**src/quad_timer_pkg.sv**
```systemverilog
// shared constants, mode codes and decode functions of the quadrature timer block
// assumes one timer clock; all counter inputs arrive as plain levels
package quad_timer_pkg;

  localparam int CNT_W = 16;
  localparam int PRE_W = 10;
  localparam int IN_W  = 5;

  // synchroniser lane positions
  localparam int LANE_CORE_CNT = 0;
  localparam int LANE_CORE_DIR = 1;
  localparam int LANE_AUXA_CNT = 2;
  localparam int LANE_AUXB_CNT = 3;
  localparam int LANE_AUXA_DIR = 4;

  // prescale: divide by 8 << sel, or by 4 << sel with the fast bit
  localparam logic [3:0] PRE_SHIFT_SLOW = 4'h3;
  localparam logic [3:0] PRE_SHIFT_FAST = 4'h2;

  localparam logic [CNT_W-1:0] CNT_MAX   = 16'hffff;
  localparam logic [CNT_W-1:0] CNT_MIN   = 16'h0000;
  localparam logic [CNT_W-1:0] CNT_RESET = 16'h0000;

  // same field code in every control word of the three counters
  typedef enum logic [2:0] {
    MODE_TIMER     = 3'h0,
    MODE_COUNTER   = 3'h1,
    MODE_GATE_LOW  = 3'h2,
    MODE_GATE_HIGH = 3'h3,
    MODE_RELOAD    = 3'h4,
    MODE_CAPTURE   = 3'h5,
    MODE_ENC_ROT   = 3'h6,
    MODE_ENC_EDGE  = 3'h7
  } mode_t;

  localparam logic [1:0] SEL_NONE = 2'h0;
  localparam logic [1:0] SEL_RISE = 2'h1;
  localparam logic [1:0] SEL_FALL = 2'h2;
  localparam logic [1:0] SEL_ANY  = 2'h3;

  // one cycle in 2^(shift+sel) of the free prescale counter
  function automatic logic pre_tick(input logic [PRE_W-1:0] cnt, input logic [2:0] sel, input logic fast);
    logic [3:0]       sh;
    logic [PRE_W-1:0] mask;
    sh   = (fast ? PRE_SHIFT_FAST : PRE_SHIFT_SLOW) + {1'b0, sel};
    mask = PRE_W'((11'h001 << sh) - 11'h001);
    return (cnt & mask) == mask;
  endfunction

  // counter-mode edge choice on one line
  function automatic logic sel_edge(input logic [1:0] sel, input logic rise, input logic fall);
    case (sel)
      SEL_RISE: return rise;
      SEL_FALL: return fall;
      SEL_ANY:  return rise | fall;
      default:  return 1'b0;
    endcase
  endfunction

  // encoder step: {valid, down}; a/b are new levels, ea/eb their edges
  function automatic logic [1:0] enc_step(input logic [2:0] sel, input logic a, input logic b,
                                          input logic ea, input logic eb);
    logic use_a;
    logic use_b;
    use_a = ea & (sel == 3'h1 || sel == 3'h3);
    use_b = eb & (sel == 3'h2 || sel == 3'h3);
    // an edge on phase A wins if both phases move together
    if (use_a)
      return {1'b1, ~(a ^ b)};
    else if (use_b)
      return {1'b1, a ^ b};
    else
      return 2'b00;
  endfunction

endpackage

```
**src/quadrature_timer_block.sv**
```systemverilog
// timer block: 16-bit core up/down counter with encoder interface and two auxiliary counters
// assumes one timer clock; control bits and counter writes arrive as plain ports
//
// Overview of operation
// RQ1: mode 110 or 111 selects encoder operation
// RQ2: step once per selected phase edge
// RQ3: edge select picks phase A, B, both, none
// RQ4: direction from edge sense and other phase
// RQ5: rotation mode requests interrupt on direction change
// RQ6: edge mode requests interrupt on every step
// RQ7: encoder interrupt only while its enable set
// RQ8: direction, changed and edge status bits kept
// RQ9: software sets external direction enable for encoder
// RQ10: phase levels held four clocks minimum
// RQ11: aux A adds encoder mode, aux B not
// RQ12: remote run bit follows core run bit
// RQ13: aux timer modes match core, no latch
// RQ14: aux counter edge select on own input
// RQ15: codes 101-111 count toggle-latch transitions
// RQ16: software latch writes never clock aux counters
// RQ17: aux B counter mode same as aux A
// RQ18: shared functions share field codes and behaviour
// RQ19: each overflow or underflow inverts toggle latch; in the code a latch write in the same cycle wins
// RQ20: core run bit starts and stops core
// RQ21: all three counters are sixteen bits
// RQ22: external inputs synchronised, edges from samples
// RQ23: software counter write beats hardware count
`timescale 1ns/1ns
module quadrature_timer_block (
  input  wire logic                                i_clk,
  input  wire logic                                i_sys_rst,
  // encoder phases and external count lines
  input  wire logic                                i_core_count_input,
  input  wire logic                                i_core_direction_input,
  input  wire logic                                i_aux_a_count_input,
  input  wire logic                                i_aux_a_direction_input,
  input  wire logic                                i_aux_b_count_input,
  input  wire logic                                i_fast_prescale_bit,
  // core control word fields
  input  wire logic [2:0]                          i_core_mode_field,
  input  wire logic [2:0]                          i_core_edge_select,
  input  wire logic                                i_core_run_bit,
  input  wire logic                                i_core_dir_sw,
  input  wire logic                                i_external_direction_enable,
  input  wire logic                                i_encoder_irq_enable,
  input  wire logic                                i_clr_direction_changed,
  input  wire logic                                i_clr_count_edge,
  input  wire logic                                i_otl_wr,
  input  wire logic                                i_otl_wdata,
  input  wire logic                                i_core_wr,
  input  wire logic [quad_timer_pkg::CNT_W-1:0]    i_core_wdata,
  // auxiliary A control word fields
  input  wire logic [2:0]                          i_aux_a_mode,
  input  wire logic [2:0]                          i_aux_a_edge_select,
  input  wire logic                                i_aux_a_run_bit,
  input  wire logic                                i_aux_a_remote_run,
  input  wire logic                                i_aux_a_dir_sw,
  input  wire logic                                i_aux_a_ext_dir_enable,
  input  wire logic                                i_aux_a_wr,
  input  wire logic [quad_timer_pkg::CNT_W-1:0]    i_aux_a_wdata,
  // auxiliary B control word fields
  input  wire logic [2:0]                          i_aux_b_mode,
  input  wire logic [2:0]                          i_aux_b_edge_select,
  input  wire logic                                i_aux_b_run_bit,
  input  wire logic                                i_aux_b_remote_run,
  input  wire logic                                i_aux_b_dir_sw,
  input  wire logic                                i_aux_b_wr,
  input  wire logic [quad_timer_pkg::CNT_W-1:0]    i_aux_b_wdata,
  // counters and status
  output logic      [quad_timer_pkg::CNT_W-1:0]    o_core_count,
  output logic                                     o_core_overflow_toggle_latch,
  output logic                                     o_rotation_direction_flag,
  output logic                                     o_direction_changed_flag,
  output logic                                     o_count_edge_flag,
  output logic                                     o_encoder_irq,
  output logic      [quad_timer_pkg::CNT_W-1:0]    o_aux_a_count,
  output logic      [quad_timer_pkg::CNT_W-1:0]    o_aux_b_count
);

  typedef struct packed {
    logic [quad_timer_pkg::IN_W-1:0]  sync1;
    logic [quad_timer_pkg::IN_W-1:0]  sync2;
    logic [quad_timer_pkg::IN_W-1:0]  prev;
    logic [quad_timer_pkg::PRE_W-1:0] pre;
    logic [quad_timer_pkg::CNT_W-1:0] cnt;
    logic                             otl;
    logic                             otl_rise;
    logic                             otl_fall;
    logic                             dir_flag;
    logic                             chdir_flag;
    logic                             edge_flag;
    logic                             irq;
  } core_state_t;

  localparam core_state_t CORE_RESET = '{
    sync1:      '0,
    sync2:      '0,
    prev:       '0,
    pre:        '0,
    cnt:        quad_timer_pkg::CNT_RESET,
    otl:        1'b0,
    otl_rise:   1'b0,
    otl_fall:   1'b0,
    dir_flag:   1'b0,
    chdir_flag: 1'b0,
    edge_flag:  1'b0,
    irq:        1'b0
  };

  core_state_t                        s_q;
  core_state_t                        s_d;
  logic [quad_timer_pkg::IN_W-1:0]    in_vec;
  logic [quad_timer_pkg::IN_W-1:0]    lvl;
  logic [quad_timer_pkg::IN_W-1:0]    rise;
  logic [quad_timer_pkg::IN_W-1:0]    fall;
  logic                               tick;
  logic                               enc_mode;
  logic [1:0]                         enc;
  logic                               step;
  logic                               down;
  logic                               ovf;
  logic                               dir_change;

  always_comb
  begin
    in_vec = '0;
    in_vec[quad_timer_pkg::LANE_CORE_CNT] = i_core_count_input;
    in_vec[quad_timer_pkg::LANE_CORE_DIR] = i_core_direction_input;
    in_vec[quad_timer_pkg::LANE_AUXA_CNT] = i_aux_a_count_input;
    in_vec[quad_timer_pkg::LANE_AUXB_CNT] = i_aux_b_count_input;
    in_vec[quad_timer_pkg::LANE_AUXA_DIR] = i_aux_a_direction_input;
  end

  // edges only ever come from the second stage against its previous sample
  assign lvl  = s_q.sync2;
  assign rise = s_q.sync2 & ~s_q.prev; // RQ22
  assign fall = ~s_q.sync2 & s_q.prev; // RQ22

  always_comb
  begin
    s_d        = s_q;
    s_d.sync1  = in_vec; // RQ22
    s_d.sync2  = s_q.sync1;
    s_d.prev   = s_q.sync2;
    s_d.pre    = s_q.pre + 1'b1;
    s_d.irq    = 1'b0;
    s_d.otl_rise = 1'b0;
    s_d.otl_fall = 1'b0;

    tick     = quad_timer_pkg::pre_tick(s_q.pre, i_core_edge_select, i_fast_prescale_bit);
    enc_mode = (i_core_mode_field == quad_timer_pkg::MODE_ENC_ROT) ||
               (i_core_mode_field == quad_timer_pkg::MODE_ENC_EDGE); // RQ1
    // phase A is the count line, phase B the direction line
    enc      = quad_timer_pkg::enc_step(i_core_edge_select,
                                        lvl[quad_timer_pkg::LANE_CORE_CNT],
                                        lvl[quad_timer_pkg::LANE_CORE_DIR],
                                        rise[quad_timer_pkg::LANE_CORE_CNT] | fall[quad_timer_pkg::LANE_CORE_CNT],
                                        rise[quad_timer_pkg::LANE_CORE_DIR] | fall[quad_timer_pkg::LANE_CORE_DIR]); // RQ3
    down     = i_core_dir_sw ^ (i_external_direction_enable & lvl[quad_timer_pkg::LANE_CORE_DIR]);

    case (i_core_mode_field)
      quad_timer_pkg::MODE_TIMER:
        step = i_core_run_bit & tick; // RQ20
      quad_timer_pkg::MODE_GATE_LOW:
        step = i_core_run_bit & tick & ~lvl[quad_timer_pkg::LANE_CORE_CNT];
      quad_timer_pkg::MODE_GATE_HIGH:
        step = i_core_run_bit & tick & lvl[quad_timer_pkg::LANE_CORE_CNT];
      quad_timer_pkg::MODE_COUNTER:
        // code 1xx of the edge field is reserved and counts nothing
        step = i_core_run_bit & ~i_core_edge_select[2] &
               quad_timer_pkg::sel_edge(i_core_edge_select[1:0],
                                        rise[quad_timer_pkg::LANE_CORE_CNT],
                                        fall[quad_timer_pkg::LANE_CORE_CNT]);
      quad_timer_pkg::MODE_ENC_ROT, quad_timer_pkg::MODE_ENC_EDGE:
      begin
        step = i_core_run_bit & enc[1]; // RQ2
        down = enc[0]; // RQ4
      end
      default:
        step = 1'b0;
    endcase

    ovf = 1'b0;
    if (i_core_wr)
      s_d.cnt = i_core_wdata; // RQ23
    else if (step)
    begin
      if (down)
      begin
        ovf     = (s_q.cnt == quad_timer_pkg::CNT_MIN);
        s_d.cnt = s_q.cnt - 1'b1; // RQ21
      end
      else
      begin
        ovf     = (s_q.cnt == quad_timer_pkg::CNT_MAX);
        s_d.cnt = s_q.cnt + 1'b1; // RQ21
      end
    end

    // a software write to the latch wins and never produces a count pulse
    if (i_otl_wr)
      s_d.otl = i_otl_wdata; // RQ16
    else if (ovf)
    begin
      s_d.otl      = ~s_q.otl; // RQ19
      s_d.otl_rise = ~s_q.otl; // RQ15
      s_d.otl_fall = s_q.otl; // RQ15
    end

    dir_change = 1'b0;
    if (i_clr_direction_changed)
      s_d.chdir_flag = 1'b0;
    if (i_clr_count_edge)
      s_d.edge_flag = 1'b0;
    // a new event in the clearing cycle overrides the clear
    if (enc_mode && step)
    begin
      dir_change   = (down != s_q.dir_flag);
      s_d.dir_flag = down; // RQ8
      s_d.edge_flag = 1'b1; // RQ8
      if (dir_change)
        s_d.chdir_flag = 1'b1; // RQ8
      if (i_encoder_irq_enable) // RQ7
      begin
        if (i_core_mode_field == quad_timer_pkg::MODE_ENC_ROT)
          s_d.irq = dir_change; // RQ5
        else
          s_d.irq = 1'b1; // RQ6
      end
    end
  end

  always_ff @(posedge i_clk or posedge i_sys_rst)
  begin
    if (i_sys_rst)
      s_q <= CORE_RESET;
    else
      s_q <= s_d;
  end

  assign o_core_count                 = s_q.cnt;
  assign o_core_overflow_toggle_latch = s_q.otl;
  assign o_rotation_direction_flag    = s_q.dir_flag;
  assign o_direction_changed_flag     = s_q.chdir_flag;
  assign o_count_edge_flag            = s_q.edge_flag;
  assign o_encoder_irq                = s_q.irq;

  // aux A takes the count line as phase A and its own direction line as phase B
  aux_counter #(
    .ENC_EN (1'b1)
  ) u_aux_a (
    .i_clk        (i_clk),
    .i_sys_rst    (i_sys_rst),
    .i_mode       (i_aux_a_mode),
    .i_edge_sel   (i_aux_a_edge_select),
    .i_run_bit    (i_aux_a_run_bit),
    .i_remote_run (i_aux_a_remote_run),
    .i_core_run   (i_core_run_bit),
    .i_dir_sw     (i_aux_a_dir_sw),
    .i_dir_ext_en (i_aux_a_ext_dir_enable),
    .i_fast       (i_fast_prescale_bit),
    .i_pre        (s_q.pre),
    .i_in_lvl     (lvl[quad_timer_pkg::LANE_AUXA_CNT]),
    .i_in_prev    (s_q.prev[quad_timer_pkg::LANE_AUXA_CNT]),
    .i_dir_lvl    (lvl[quad_timer_pkg::LANE_AUXA_DIR]),
    .i_dir_prev   (s_q.prev[quad_timer_pkg::LANE_AUXA_DIR]),
    .i_otl_rise   (s_q.otl_rise),
    .i_otl_fall   (s_q.otl_fall),
    .i_wr         (i_aux_a_wr),
    .i_wdata      (i_aux_a_wdata),
    .o_count      (o_aux_a_count)
  );

  // aux B has no direction line: software direction only, no encoder mode
  aux_counter #(
    .ENC_EN (1'b0)
  ) u_aux_b (
    .i_clk        (i_clk),
    .i_sys_rst    (i_sys_rst),
    .i_mode       (i_aux_b_mode),
    .i_edge_sel   (i_aux_b_edge_select),
    .i_run_bit    (i_aux_b_run_bit),
    .i_remote_run (i_aux_b_remote_run),
    .i_core_run   (i_core_run_bit),
    .i_dir_sw     (i_aux_b_dir_sw),
    .i_dir_ext_en (1'b0),
    .i_fast       (i_fast_prescale_bit),
    .i_pre        (s_q.pre),
    .i_in_lvl     (lvl[quad_timer_pkg::LANE_AUXB_CNT]),
    .i_in_prev    (s_q.prev[quad_timer_pkg::LANE_AUXB_CNT]),
    .i_dir_lvl    (1'b0),
    .i_dir_prev   (1'b0),
    .i_otl_rise   (s_q.otl_rise),
    .i_otl_fall   (s_q.otl_fall),
    .i_wr         (i_aux_b_wr),
    .i_wdata      (i_aux_b_wdata),
    .o_count      (o_aux_b_count)
  );

endmodule

```
**src/aux_counter.sv**
```systemverilog
// one 16-bit auxiliary counter: timer, gated timer, counter and optional encoder mode
// assumes synchronised input levels and their previous samples from the parent
`timescale 1ns/1ns
module aux_counter #(
  parameter bit ENC_EN = 1'b1
) (
  input  wire logic                                i_clk,
  input  wire logic                                i_sys_rst,
  input  wire logic [2:0]                          i_mode,
  input  wire logic [2:0]                          i_edge_sel,
  input  wire logic                                i_run_bit,
  input  wire logic                                i_remote_run,
  input  wire logic                                i_core_run,
  input  wire logic                                i_dir_sw,
  input  wire logic                                i_dir_ext_en,
  input  wire logic                                i_fast,
  input  wire logic [quad_timer_pkg::PRE_W-1:0]    i_pre,
  input  wire logic                                i_in_lvl,
  input  wire logic                                i_in_prev,
  input  wire logic                                i_dir_lvl,
  input  wire logic                                i_dir_prev,
  input  wire logic                                i_otl_rise,
  input  wire logic                                i_otl_fall,
  input  wire logic                                i_wr,
  input  wire logic [quad_timer_pkg::CNT_W-1:0]    i_wdata,
  output logic      [quad_timer_pkg::CNT_W-1:0]    o_count
);

  typedef struct packed {
    logic [quad_timer_pkg::CNT_W-1:0] cnt;
  } aux_state_t;

  aux_state_t s_q;
  aux_state_t s_d;
  logic       run;
  logic       step;
  logic       down;
  logic [1:0] enc;

  always_comb
  begin
    s_d  = s_q;
    run  = i_remote_run ? i_core_run : i_run_bit; // RQ12
    down = i_dir_sw ^ (i_dir_ext_en & i_dir_lvl);
    enc  = quad_timer_pkg::enc_step(i_edge_sel, i_in_lvl, i_dir_lvl,
                                    i_in_lvl ^ i_in_prev, i_dir_lvl ^ i_dir_prev);
    case (i_mode)
      // RQ13 RQ18
      quad_timer_pkg::MODE_TIMER:
        step = run & quad_timer_pkg::pre_tick(i_pre, i_edge_sel, i_fast);
      quad_timer_pkg::MODE_GATE_LOW:
        step = run & ~i_in_lvl & quad_timer_pkg::pre_tick(i_pre, i_edge_sel, i_fast);
      quad_timer_pkg::MODE_GATE_HIGH:
        step = run & i_in_lvl & quad_timer_pkg::pre_tick(i_pre, i_edge_sel, i_fast);
      quad_timer_pkg::MODE_COUNTER:
      begin
        // toggle-latch pulses come only from real overflows
        if (i_edge_sel[2])
          step = run & quad_timer_pkg::sel_edge(i_edge_sel[1:0], i_otl_rise, i_otl_fall); // RQ15 RQ16
        else
          step = run & quad_timer_pkg::sel_edge(i_edge_sel[1:0], i_in_lvl & ~i_in_prev,
                                                ~i_in_lvl & i_in_prev); // RQ14 RQ17
      end
      quad_timer_pkg::MODE_ENC_ROT, quad_timer_pkg::MODE_ENC_EDGE:
      begin
        step = ENC_EN & run & enc[1]; // RQ11
        down = enc[0];
      end
      default:
        step = 1'b0; // RQ11
    endcase
    if (i_wr)
      s_d.cnt = i_wdata; // RQ23
    else if (step)
      s_d.cnt = down ? s_q.cnt - 1'b1 : s_q.cnt + 1'b1; // RQ21
  end

  always_ff @(posedge i_clk or posedge i_sys_rst)
  begin
    if (i_sys_rst)
      s_q <= '{cnt: quad_timer_pkg::CNT_RESET};
    else
      s_q <= s_d;
  end

  assign o_count = s_q.cnt;

endmodule

```
**config.mk**
```make
export PLATFORM = sky130hd
export DESIGN_NAME = quadrature_timer_block
export DESIGN_NICKNAME = d
export VERILOG_FILES = /design/src/quad_timer_pkg.sv /design/src/quadrature_timer_block.sv /design/src/aux_counter.sv
export SDC_FILE = /design/constraint.sdc
export NUM_CORES = 1
export LEC_CHECK = 0
export ABC_AREA = 1
export BUFFER_PORTS_ARGS = -buffer_cell sky130_fd_sc_hd__buf_2
export CAP_MARGIN = 30
export CORE_MARGIN = 2
export CORE_UTILIZATION = 55
export CTS_CLUSTER_SIZE = 30
export DETAILED_ROUTE_END_ITERATION = 6
export PLACE_DENSITY = 0.8
export SYNTH_ARGS = -nofsm -noshare
export SYNTH_HDL_FRONTEND = slang
export SYNTH_SLANG_ARGS = --single-unit
```
**constraint.sdc**
```tcl
create_clock -name i_clk -period 3.92 [get_ports i_clk]
set_input_delay 0.392 -clock i_clk [delete_from_list [all_inputs] [get_ports i_clk]]
set_output_delay 0.392 -clock i_clk [all_outputs]
set_load 0.1 [all_outputs]
```
==> impl_metrics.toml, run 1 <==
[clock_network]
cts_made_buffers = 9
root_buffer = "clkbuf_16"
ctsHtreeMaxLevel = 3
cts_tree = "built"
path_clk_slew_ns = 0.06
clock_tree.buffer_depth = 2
clock-sinks = 80
hold_buffers = 0
post_cts_resized = 0
post-cts-setup-buffer-count = 0
clk_latency_ns = 0.35

[die]
rows = 42
fp.dieArea_um2 = 14630
core_area_um2 = 13300
dieWidth_um = 120.9
die_y_um = 120.9
start_util = 0.5658
ioPinCount = 145

[power]
combPwrFrac = 0.601
leakagePower_nw = 4.706
p_sw_frac = 0.5405
power_density_nw_per_um2 = 614.0
ir_drop_mv = 0.3895
internal_power_w = 0.002416
p_sw_w = 0.002842
seq_power_share = 0.223
p_clk_frac = 0.175

[global_routing]
grt_pass1_wl_um = 31400
grt_pass1_vias = 6938
antenna_found_initial = 1
grt_max_degree = 47
track_usage = 0.2616
overflow = 0

[finish]
fill_cells = 1215
layout-drive-gt1-share = 0.2053
area_growth_pct = 13.86
post-route-util = 0.6442
nets = 1357
mostFrequentLayoutCells = "nand2_1, buf_2, inv_1"
final_common_cell = "nand2_1"
fin_cells = 1385

[synth]
seq_area_frac_synth = 0.2661
synth_ff_type = "dfrtp_1"
synthArstFlopShare = 1.000
yosys_warnings = 0
synth-edff-count = 0
yosysUniqueCellTypes = 51
syn_area_um2 = 7522
syn_nets = 1232
syn_inst = 1078
avgSynthCellArea_um2 = 6.978
ys_ff_latch = 80

[drt]
wirelength_um = 18570
drt-initial-drc-count = 550
avgViaCountPerCell = 5.404
vias = 7485
wl_per_cell_um = 13.41
drt_pass1_iterations = 5
ant_nets = 0
drc = 0

[timing]
rsz0062_at_grt = "no"
relSlewSlack = 0.4509
fmax_mhz = 286.3
finalClockSkew_ns = 0.01304
tns_ns = 0
finalCritPeriodShare = 0.8911
tightest_slew_ns = 0.8226
hold_violations = 0
drv_slew = 0
setup_viol = 0
fin_crit_ns = 3.493

[run]
max_cap_viol_count = 0

[setup_path]
worstPathCellList = "ha_1, inv_1, nand2_1, nor2_1, inv_1, o211ai_1, nand2_1, inv_1, ha_1, a21oi_1, o21ai_0, a21oi_1, nor2_1, o21ai_0, nand2_1, or2_2, nand3_1, nand2_1, nand2_1, nand2_2"
worstPathMaxFanout = 10
cp_top_family = "simple AND/OR/NAND/NOR gates"
worstSetupStartpointType = "flip-flop"
cp.depth = 20
critPathSlowestCell = "dfrtp_1"
end_kind = "flip-flop"
critical_path_arrival_ns = 3.73
reg2regPathDepth = 20
crit_type = "flip-flop to flip-flop"
crit_path_frequent_cell = "nand2_1"
required_ns = 4.16
cp_num_buf_inv = 3
slowest_delay_ns = 0.45

[placed_design]
dp_cells = 1368
gp_congestion = 0.9508
portBuffers = 144
dp_hpwl_um = 14440

[min_path]
holdPathStages = 1
worstHoldPathType = "input pin to flip-flop"

[outcome]
status = "completed"
[logic make-up after synthesis]
group           Yosys count  share of synthesized area
simple gates            566                     0.3535
buf+inv                 166                     0.1013
compound gates          161                     0.1228
flops                    80                     0.2661
fa+ha+maj                62                     0.1061
xor+xnor                 42                    0.04890
mux                       1                   0.001331
[final timing paths]
path / startpoint / end / slack [ns]
setup reg to reg: lvl[0] / o_core_count[8] / 0.43
max in group asynchronous: i_sys_rst / o_direction_changed_flag / 2.79
hold reg to reg: s_d[38] / lvl[0] / 0.35
min in group asynchronous: i_sys_rst / u_aux_b.o_count[0] / 0.18
hold / removal: i_core_direction_input / s_d[39] / 0.15
setup / recovery: lvl[0] / o_core_count[8] / 0.43
[synth_stat cells (9+ instances only)]
cell type,count,area (um^2)
nand3_1,107,535.5
nor3_1,16,80.08
nand2_2,41,256.5
nor2_1,53,198.9
ha_1,59,738.2
nand4_1,23,143.9
nor4_1,9,56.30
xnor2_1,16,140.1
nand2_1,284,1066
a21oi_1,57,285.3
xor2_1,26,227.7
inv_1,120,450.4
buf_4,20,150.1
o21ai_0,60,300.3
dfrtp_1,80,2002
clkbuf_1,10,37.54
[power by group through the flow]
stage / Combinational [W] / Sequential, W / Clock, W
floorplan: 0.00191 / 0.00191 / 0
global placement: 0.00312 / 0.00118 / 0
detailed placement: 0.00314 / 0.00119 / 0
CTS: 0.00316 / 0.00117 / 0.000941
global route: 0.00346 / 0.00119 / 0.000964
finish: 0.00316 / 0.00117 / 0.000922
[through the flow]
stage                     setup WS (ns)  hold WS (ns)  power (W)  cell area (um^2)
after floorplan                  0.6414        0.3312   0.003823              7522
after global placement           0.5083        0.3345   0.004297              8240
after detailed placement         0.4683        0.3395   0.004330              8240
after CTS                        0.4463        0.1371   0.005272              8562
after global routing            0.03977        0.1430   0.005618              8564
final                            0.4270        0.1487   0.005258              8564
[routing by layer]
metal,vias up,part of all wire,global-route usage,wire (um)
met2,233,0.46,0.4210,8558
met1,3397,0.46,0.3626,8573
met3,36,0.054,0.03289,1011
met4,0,0.023,0.09084,423
li1,3819,-,-,-
met5,-,0,0,0
[layout make-up]
| type | count | area (um^2) | area share |
|---|---|---|---|
| timing repair buffer | 149 | 758.2 | 0.08853 |
| tap | 176 | 220.2 | 0.02571 |
| antenna | 1 | 2.502 | 0.0002922 |
| inverter | 131 | 501.7 | 0.05858 |
| multi-input combinational | 832 | 4758 | 0.5556 |
| clock buffer | 11 | 242.7 | 0.02834 |
| clock inverter | 5 | 78.83 | 0.009204 |
| sequential | 80 | 2002 | 0.2337 |
[registers in the layout (all words and copies together), names as in the netlist]
name,flops
o_core_count,16
u_aux_a.o_count,16
s_q,17
o_rotation_direction_flag,1
u_aux_b.o_count,16
s_d,5
lvl,5
o_direction_changed_flag,1
o_count_edge_flag,1
o_encoder_irq,1
o_core_overflow_toggle_latch,1
No activity file was read; power rests on OpenSTA's default activity.
==> inputs of run 2 (changes only) <==
Settings changed: CORE_UTILIZATION 55 to 52, GPL_TIMING_DRIVEN from default to 0.
Clock period 3.92 ns to 3.2 ns, I/O delays scaled along.
==> impl_metrics.toml, run 2 (synthesis gave the netlist of run 1 again) <==
[die]
fp.dieArea_um2 = 15440
die_y_um = 124.3
rows = 43
dieWidth_um = 124.3
ioPinCount = 145
start_util = 0.5377
core_area_um2 = 13990

[timing]
hold_ws_ns = 0.08178
fmax_mhz = 316.3
drv_slew = 0
rsz0062_at_grt = "yes"
relSlewSlack = 0.5749
setup_ws_ns = 0.03800
fin_crit_ns = 3.162
hold_violations = 0
tightest_slew_ns = 0.6309
finalCritPeriodShare = 0.9881
finalClockSkew_ns = 0.009148
setup_viol = 0
tns_ns = 0

[power]
p_sw_w = 0.003884
ir_drop_mv = 0.5317
p_sw_frac = 0.5362
power_density_nw_per_um2 = 747.6
seq_power_share = 0.205
leakagePower_nw = 5.009
p_clk_frac = 0.152
internal_power_w = 0.003360
combPwrFrac = 0.642
p_total_w = 0.007245

[finish]
fin_area_um2 = 9691
layout-drive-gt1-share = 0.3138
nets = 1414
diodes = 0
multi_input_area_um2 = 5353
final_common_cell = "nand2_1"
area_growth_pct = 28.83
largest_register_ffs = 17
mostFrequentLayoutCells = "nand2_1, buf_2, inv_1"
regArea_um2 = 2004
fill_cells = 1142
top_register = "s_q"

[setup_path]
worstSetupStartpointType = "flip-flop"
cp-startpoint = "lvl[2]"
r2r-end = "u_aux_a.o_count[14]"
regToRegSetupSlack_ns = 0.04
reg2regPathDepth = 21
r2r-start = "lvl[2]"
crit_type = "flip-flop to flip-flop"
required_ns = 3.43
worstPathMaxFanout = 5
end_kind = "flip-flop"
critical_path_arrival_ns = 3.39

[clock_network]
cts_tree = "built"
cts_made_buffers = 9
ctsHtreeMaxLevel = 3
path_clk_slew_ns = 0.06
clk_latency_ns = 0.34
clock_tree.buffer_depth = 2
clock-sinks = 80
root_buffer = "clkbuf_16"

[min_path]
worstHoldPathType = "input pin to flip-flop"
holdPathStages = 1
hold_start = "i_aux_a_count_input"
holdPathEnd = "s_d[40]"

[drt]
ant_nets = 0
drt_pass1_iterations = 5
wl_per_cell_um = 14.73
avgViaCountPerCell = 5.520
drc = 0
drt-initial-drc-count = 561
wirelength_um = 21290
vias = 7977

[placed_design]
gp_congestion = 0.9153
portBuffers = 142
post_dp_cell_area_um2 = 8494
dp_hpwl_um = 15010
place_ws_ns = -0.4788

[global_routing]
overflow = 0
grt_pass1_wl_um = 32750
track_usage = 0.2521
grt_max_degree = 63
grt_pass1_vias = 7047
antenna_found_initial = 1

[outcome]
status = "completed"

[run]
max_cap_viol_count = 0
run 2: cell type report:
type | count | share of cell area
Sequential cell | 80 | 0.2068
Multi-Input combinational cell | 832 | 0.5524
Inverter | 131 | 0.05268
Timing Repair Buffer | 171 | 0.1052
Tap cell | 180 | 0.02324
Clock buffer | 11 | 0.02608
Buffer | 35 | 0.02699
Clock inverter | 5 | 0.006585
run 2: worst max-delay path, stage by stage (launching register included):
cell,delay [ns]
dfrtp_2,0.44
ha_4,0.27
inv_1,0.04
nand2_2,0.07
nor2_2,0.05
a21oi_2,0.14
o31ai_2,0.08
nand2_1,0.12
clkinvlp_4,0.18
buf_12,0.18
fa_2,0.38
nand3_2,0.08
nand2_2,0.07
a21oi_2,0.14
o21bai_1,0.11
nand4_1,0.14
nand2_1,0.09
or2_4,0.24
nand3_2,0.06
nand2_1,0.05
nand2_1,0.06
nand2_1,0.05
run 2: repair_timing:
item                                    in CTS  in global routing
hold buffers                                 1                  0
setup buffers                               12                 14
endpoints found under the hold margin       18                  0
endpoints found under the setup margin      25                 36
pin swaps                                    3                 33
gates resized for setup                     16                119
cloned                                       0                  1
run 2: worst max-delay path by stage:
stage | end | slack (ns) | depth (start not counted)
floorplan | o_core_count[8] | 0.07 | 20
global placement | o_core_count[8] | -0.40 | 20
detailed placement | o_core_count[8] | -0.48 | 20
CTS | u_aux_a.o_count[14] | 0.01 | 21
global route | u_aux_a.o_count[12] | -0.13 | 21
finish | u_aux_a.o_count[14] | 0.04 | 21
run 2: metal layers:
layer  GRT usage  vias up  part of all wire
li1            -     3933                 -
met1      0.3308     3679              0.43
met2      0.4259      306              0.48
met3     0.04639       57             0.059
met4     0.07204        2             0.027
met5           0        -           0.00047
run 2: stage by stage:
step | utilization | std cells
after floorplan | - | 1078
after global placement | 0.6051 | 1400
after detailed placement | 0.6072 | 1401
after CTS | 0.6426 | 1430
after global routing | 0.6928 | 1445
final | 0.6928 | 1445
run 2: power groups by stage:
stage / Clock, W / Combinational, W / Sequential [W]
final: 0.00110 / 0.00465 / 0.00149
after global routing: 0.00117 / 0.00500 / 0.00151
after CTS: 0.00112 / 0.00403 / 0.00143
after detailed placement: 0 / 0.00394 / 0.00145
after global placement: 0 / 0.00389 / 0.00144
after floorplan: 0 / 0.00234 / 0.00234
==> inputs of run 3 (changes only) <==
Settings changed: REMOVE_ABC_BUFFERS from default to 1.
==> impl_metrics.toml, run 3 (synthesis gave the netlist of run 1 again) <==
[clock_network]
clk_latency_ns = 0.35
clock_tree.buffer_depth = 2
cts_made_buffers = 9
path_clk_slew_ns = 0.06
cts_tree = "built"
ctsHtreeMaxLevel = 3
clock-sinks = 80
hold_buffers = 0
root_buffer = "clkbuf_16"

[placed_design]
portBuffers = 144
gp_congestion = 0.9053
dp_cells = 1368
place_ws_ns = -0.4605
dp_hpwl_um = 14210

[timing]
drv_slew = 0
finalClockSkew_ns = 0.01246
setup_viol = 4
hold_ws_ns = 0.01233
finalCritPeriodShare = 1.033
rsz0062_at_grt = "yes"
hold_violations = 0
fin_crit_ns = 3.307
setup_ws_ns = -0.1065
relSlewSlack = 0.4403
fmax_mhz = 302.4
tightest_slew_ns = 0.8387

[finish]
largest_register_ffs = 17
post-route-util = 0.6725
mostFrequentLayoutCells = "nand2_1, buf_2, inv_1"
layout-drive-gt1-share = 0.2960
fin_cells = 1413
diodes = 0
final_common_cell = "nand2_1"
top_register = "s_q"
fill_cells = 1143
nets = 1382
area_growth_pct = 25.05

[setup_path]
r2r-start = "lvl[0]"
regToRegSetupSlack_ns = -0.11
critical_path_arrival_ns = 3.55
end_kind = "flip-flop"
required_ns = 3.45
reg2regPathDepth = 21
crit_type = "flip-flop to flip-flop"
worstPathMaxFanout = 7
crit_end = "o_core_count[13]"
r2r-end = "o_core_count[13]"
worstSetupStartpointType = "flip-flop"
cp-startpoint = "lvl[0]"

[global_routing]
grt_pass1_wl_um = 32740
grt_max_degree = 43
overflow = 0
track_usage = 0.2508
grt_pass1_vias = 7068
antenna_found_initial = 0

[drt]
drt-initial-drc-count = 547
drc = 0
avgViaCountPerCell = 5.533
vias = 7818
wl_per_cell_um = 14.96
ant_nets = 0
drt_pass1_iterations = 5
wirelength_um = 21140

[die]
die_y_um = 124.3
fp.dieArea_um2 = 15440
start_util = 0.5377
ioPinCount = 145
rows = 43
core_area_um2 = 13990
dieWidth_um = 124.3

[power]
leakagePower_nw = 4.884
ir_drop_mv = 0.5802
power_density_nw_per_um2 = 765.8
p_total_w = 0.007203

[run]
max_cap_viol_count = 0

[min_path]
worstHoldPathType = "input pin to asynchronous set/reset pin"

[outcome]
status = "complete, but fails checks"
violations = "negative setup slack"
run 3: worst min-delay path by stage:
stage | start | endpoint | slack, ns | depth (start not counted)
2_1_floorplan | s_d[38] | lvl[0] | 0.33 | 0
3_3_place_gp | s_d[42] | lvl[4] | 0.33 | 0
3_5_place_dp | s_d[42] | lvl[4] | 0.33 | 0
4_1_cts | i_sys_rst | s_q[32] | 0.03 | 2
5_1_grt | i_sys_rst | s_q[32] | 0.06 | 2
6_report | i_sys_rst | s_q[32] | 0.01 | 2
run 3: power by group:
group	leakage (nW)	total [W]	switching, W	internal (W)
Sequential	0.983	0.00147	0.000270	0.00120
Combinational	3.74	0.00452	0.00311	0.00141
Clock	0.166	0.00121	0.000447	0.000764
run 3: through the flow:
stage	instance area, um^2	setup TNS (ns)
3_5_place_dp	8243	-8.216
5_1_grt	9407	-2.001
3_3_place_gp	8207	-39.75
4_1_cts	8748	0
2_1_floorplan	7261	-0.1239
6_report	9407	-0.1867
run 3: cell type report:
class | count | area (um^2) | share of cell area
Sequential cell | 80 | 2004 | 0.2131
Timing Repair Buffer | 173 | 1015 | 0.1079
Multi-Input combinational cell | 833 | 5306 | 0.5641
Inverter | 131 | 510.5 | 0.05427
Clock buffer | 9 | 225.2 | 0.02394
Clock inverter | 7 | 120.1 | 0.01277
Tap cell | 180 | 225.2 | 0.02394
run 3: critical path, stage by stage, from the launching register on:
cell and delay, ns:
dfrtp_2 0.44, ha_4 0.25, inv_2 0.06, nand2_2 0.05
nor2_1 0.10, inv_1 0.07, nand4_1 0.07, o211ai_1 0.11
nand2_2 0.11, clkinvlp_4 0.23, buf_12 0.23, ha_4 0.24
a21oi_2 0.17, inv_1 0.11, a21oi_1 0.17, nor3_1 0.07
nor3_1 0.28, nand3_1 0.14, nand3_1 0.12, nand2_1 0.07
nand2_1 0.07, nand2_1 0.05
run 3: timing repair:
| item | 4_1_cts | 5_1_grt |
|---|---|---|
| gates cloned | 0 | 2 |
| resized for setup | 18 | 108 |
| setup endpoints to repair | 23 | 48 |
| setup buffers | 12 | 15 |
| pin swaps | 3 | 37 |
run 3: metal layers:
metal,share of wire,track usage,wire (um)
met2,0.47,0.4079,10010
met4,0.033,0.08989,687
met1,0.43,0.3345,9070
met3,0.065,0.04639,1368
met5,0,0,0
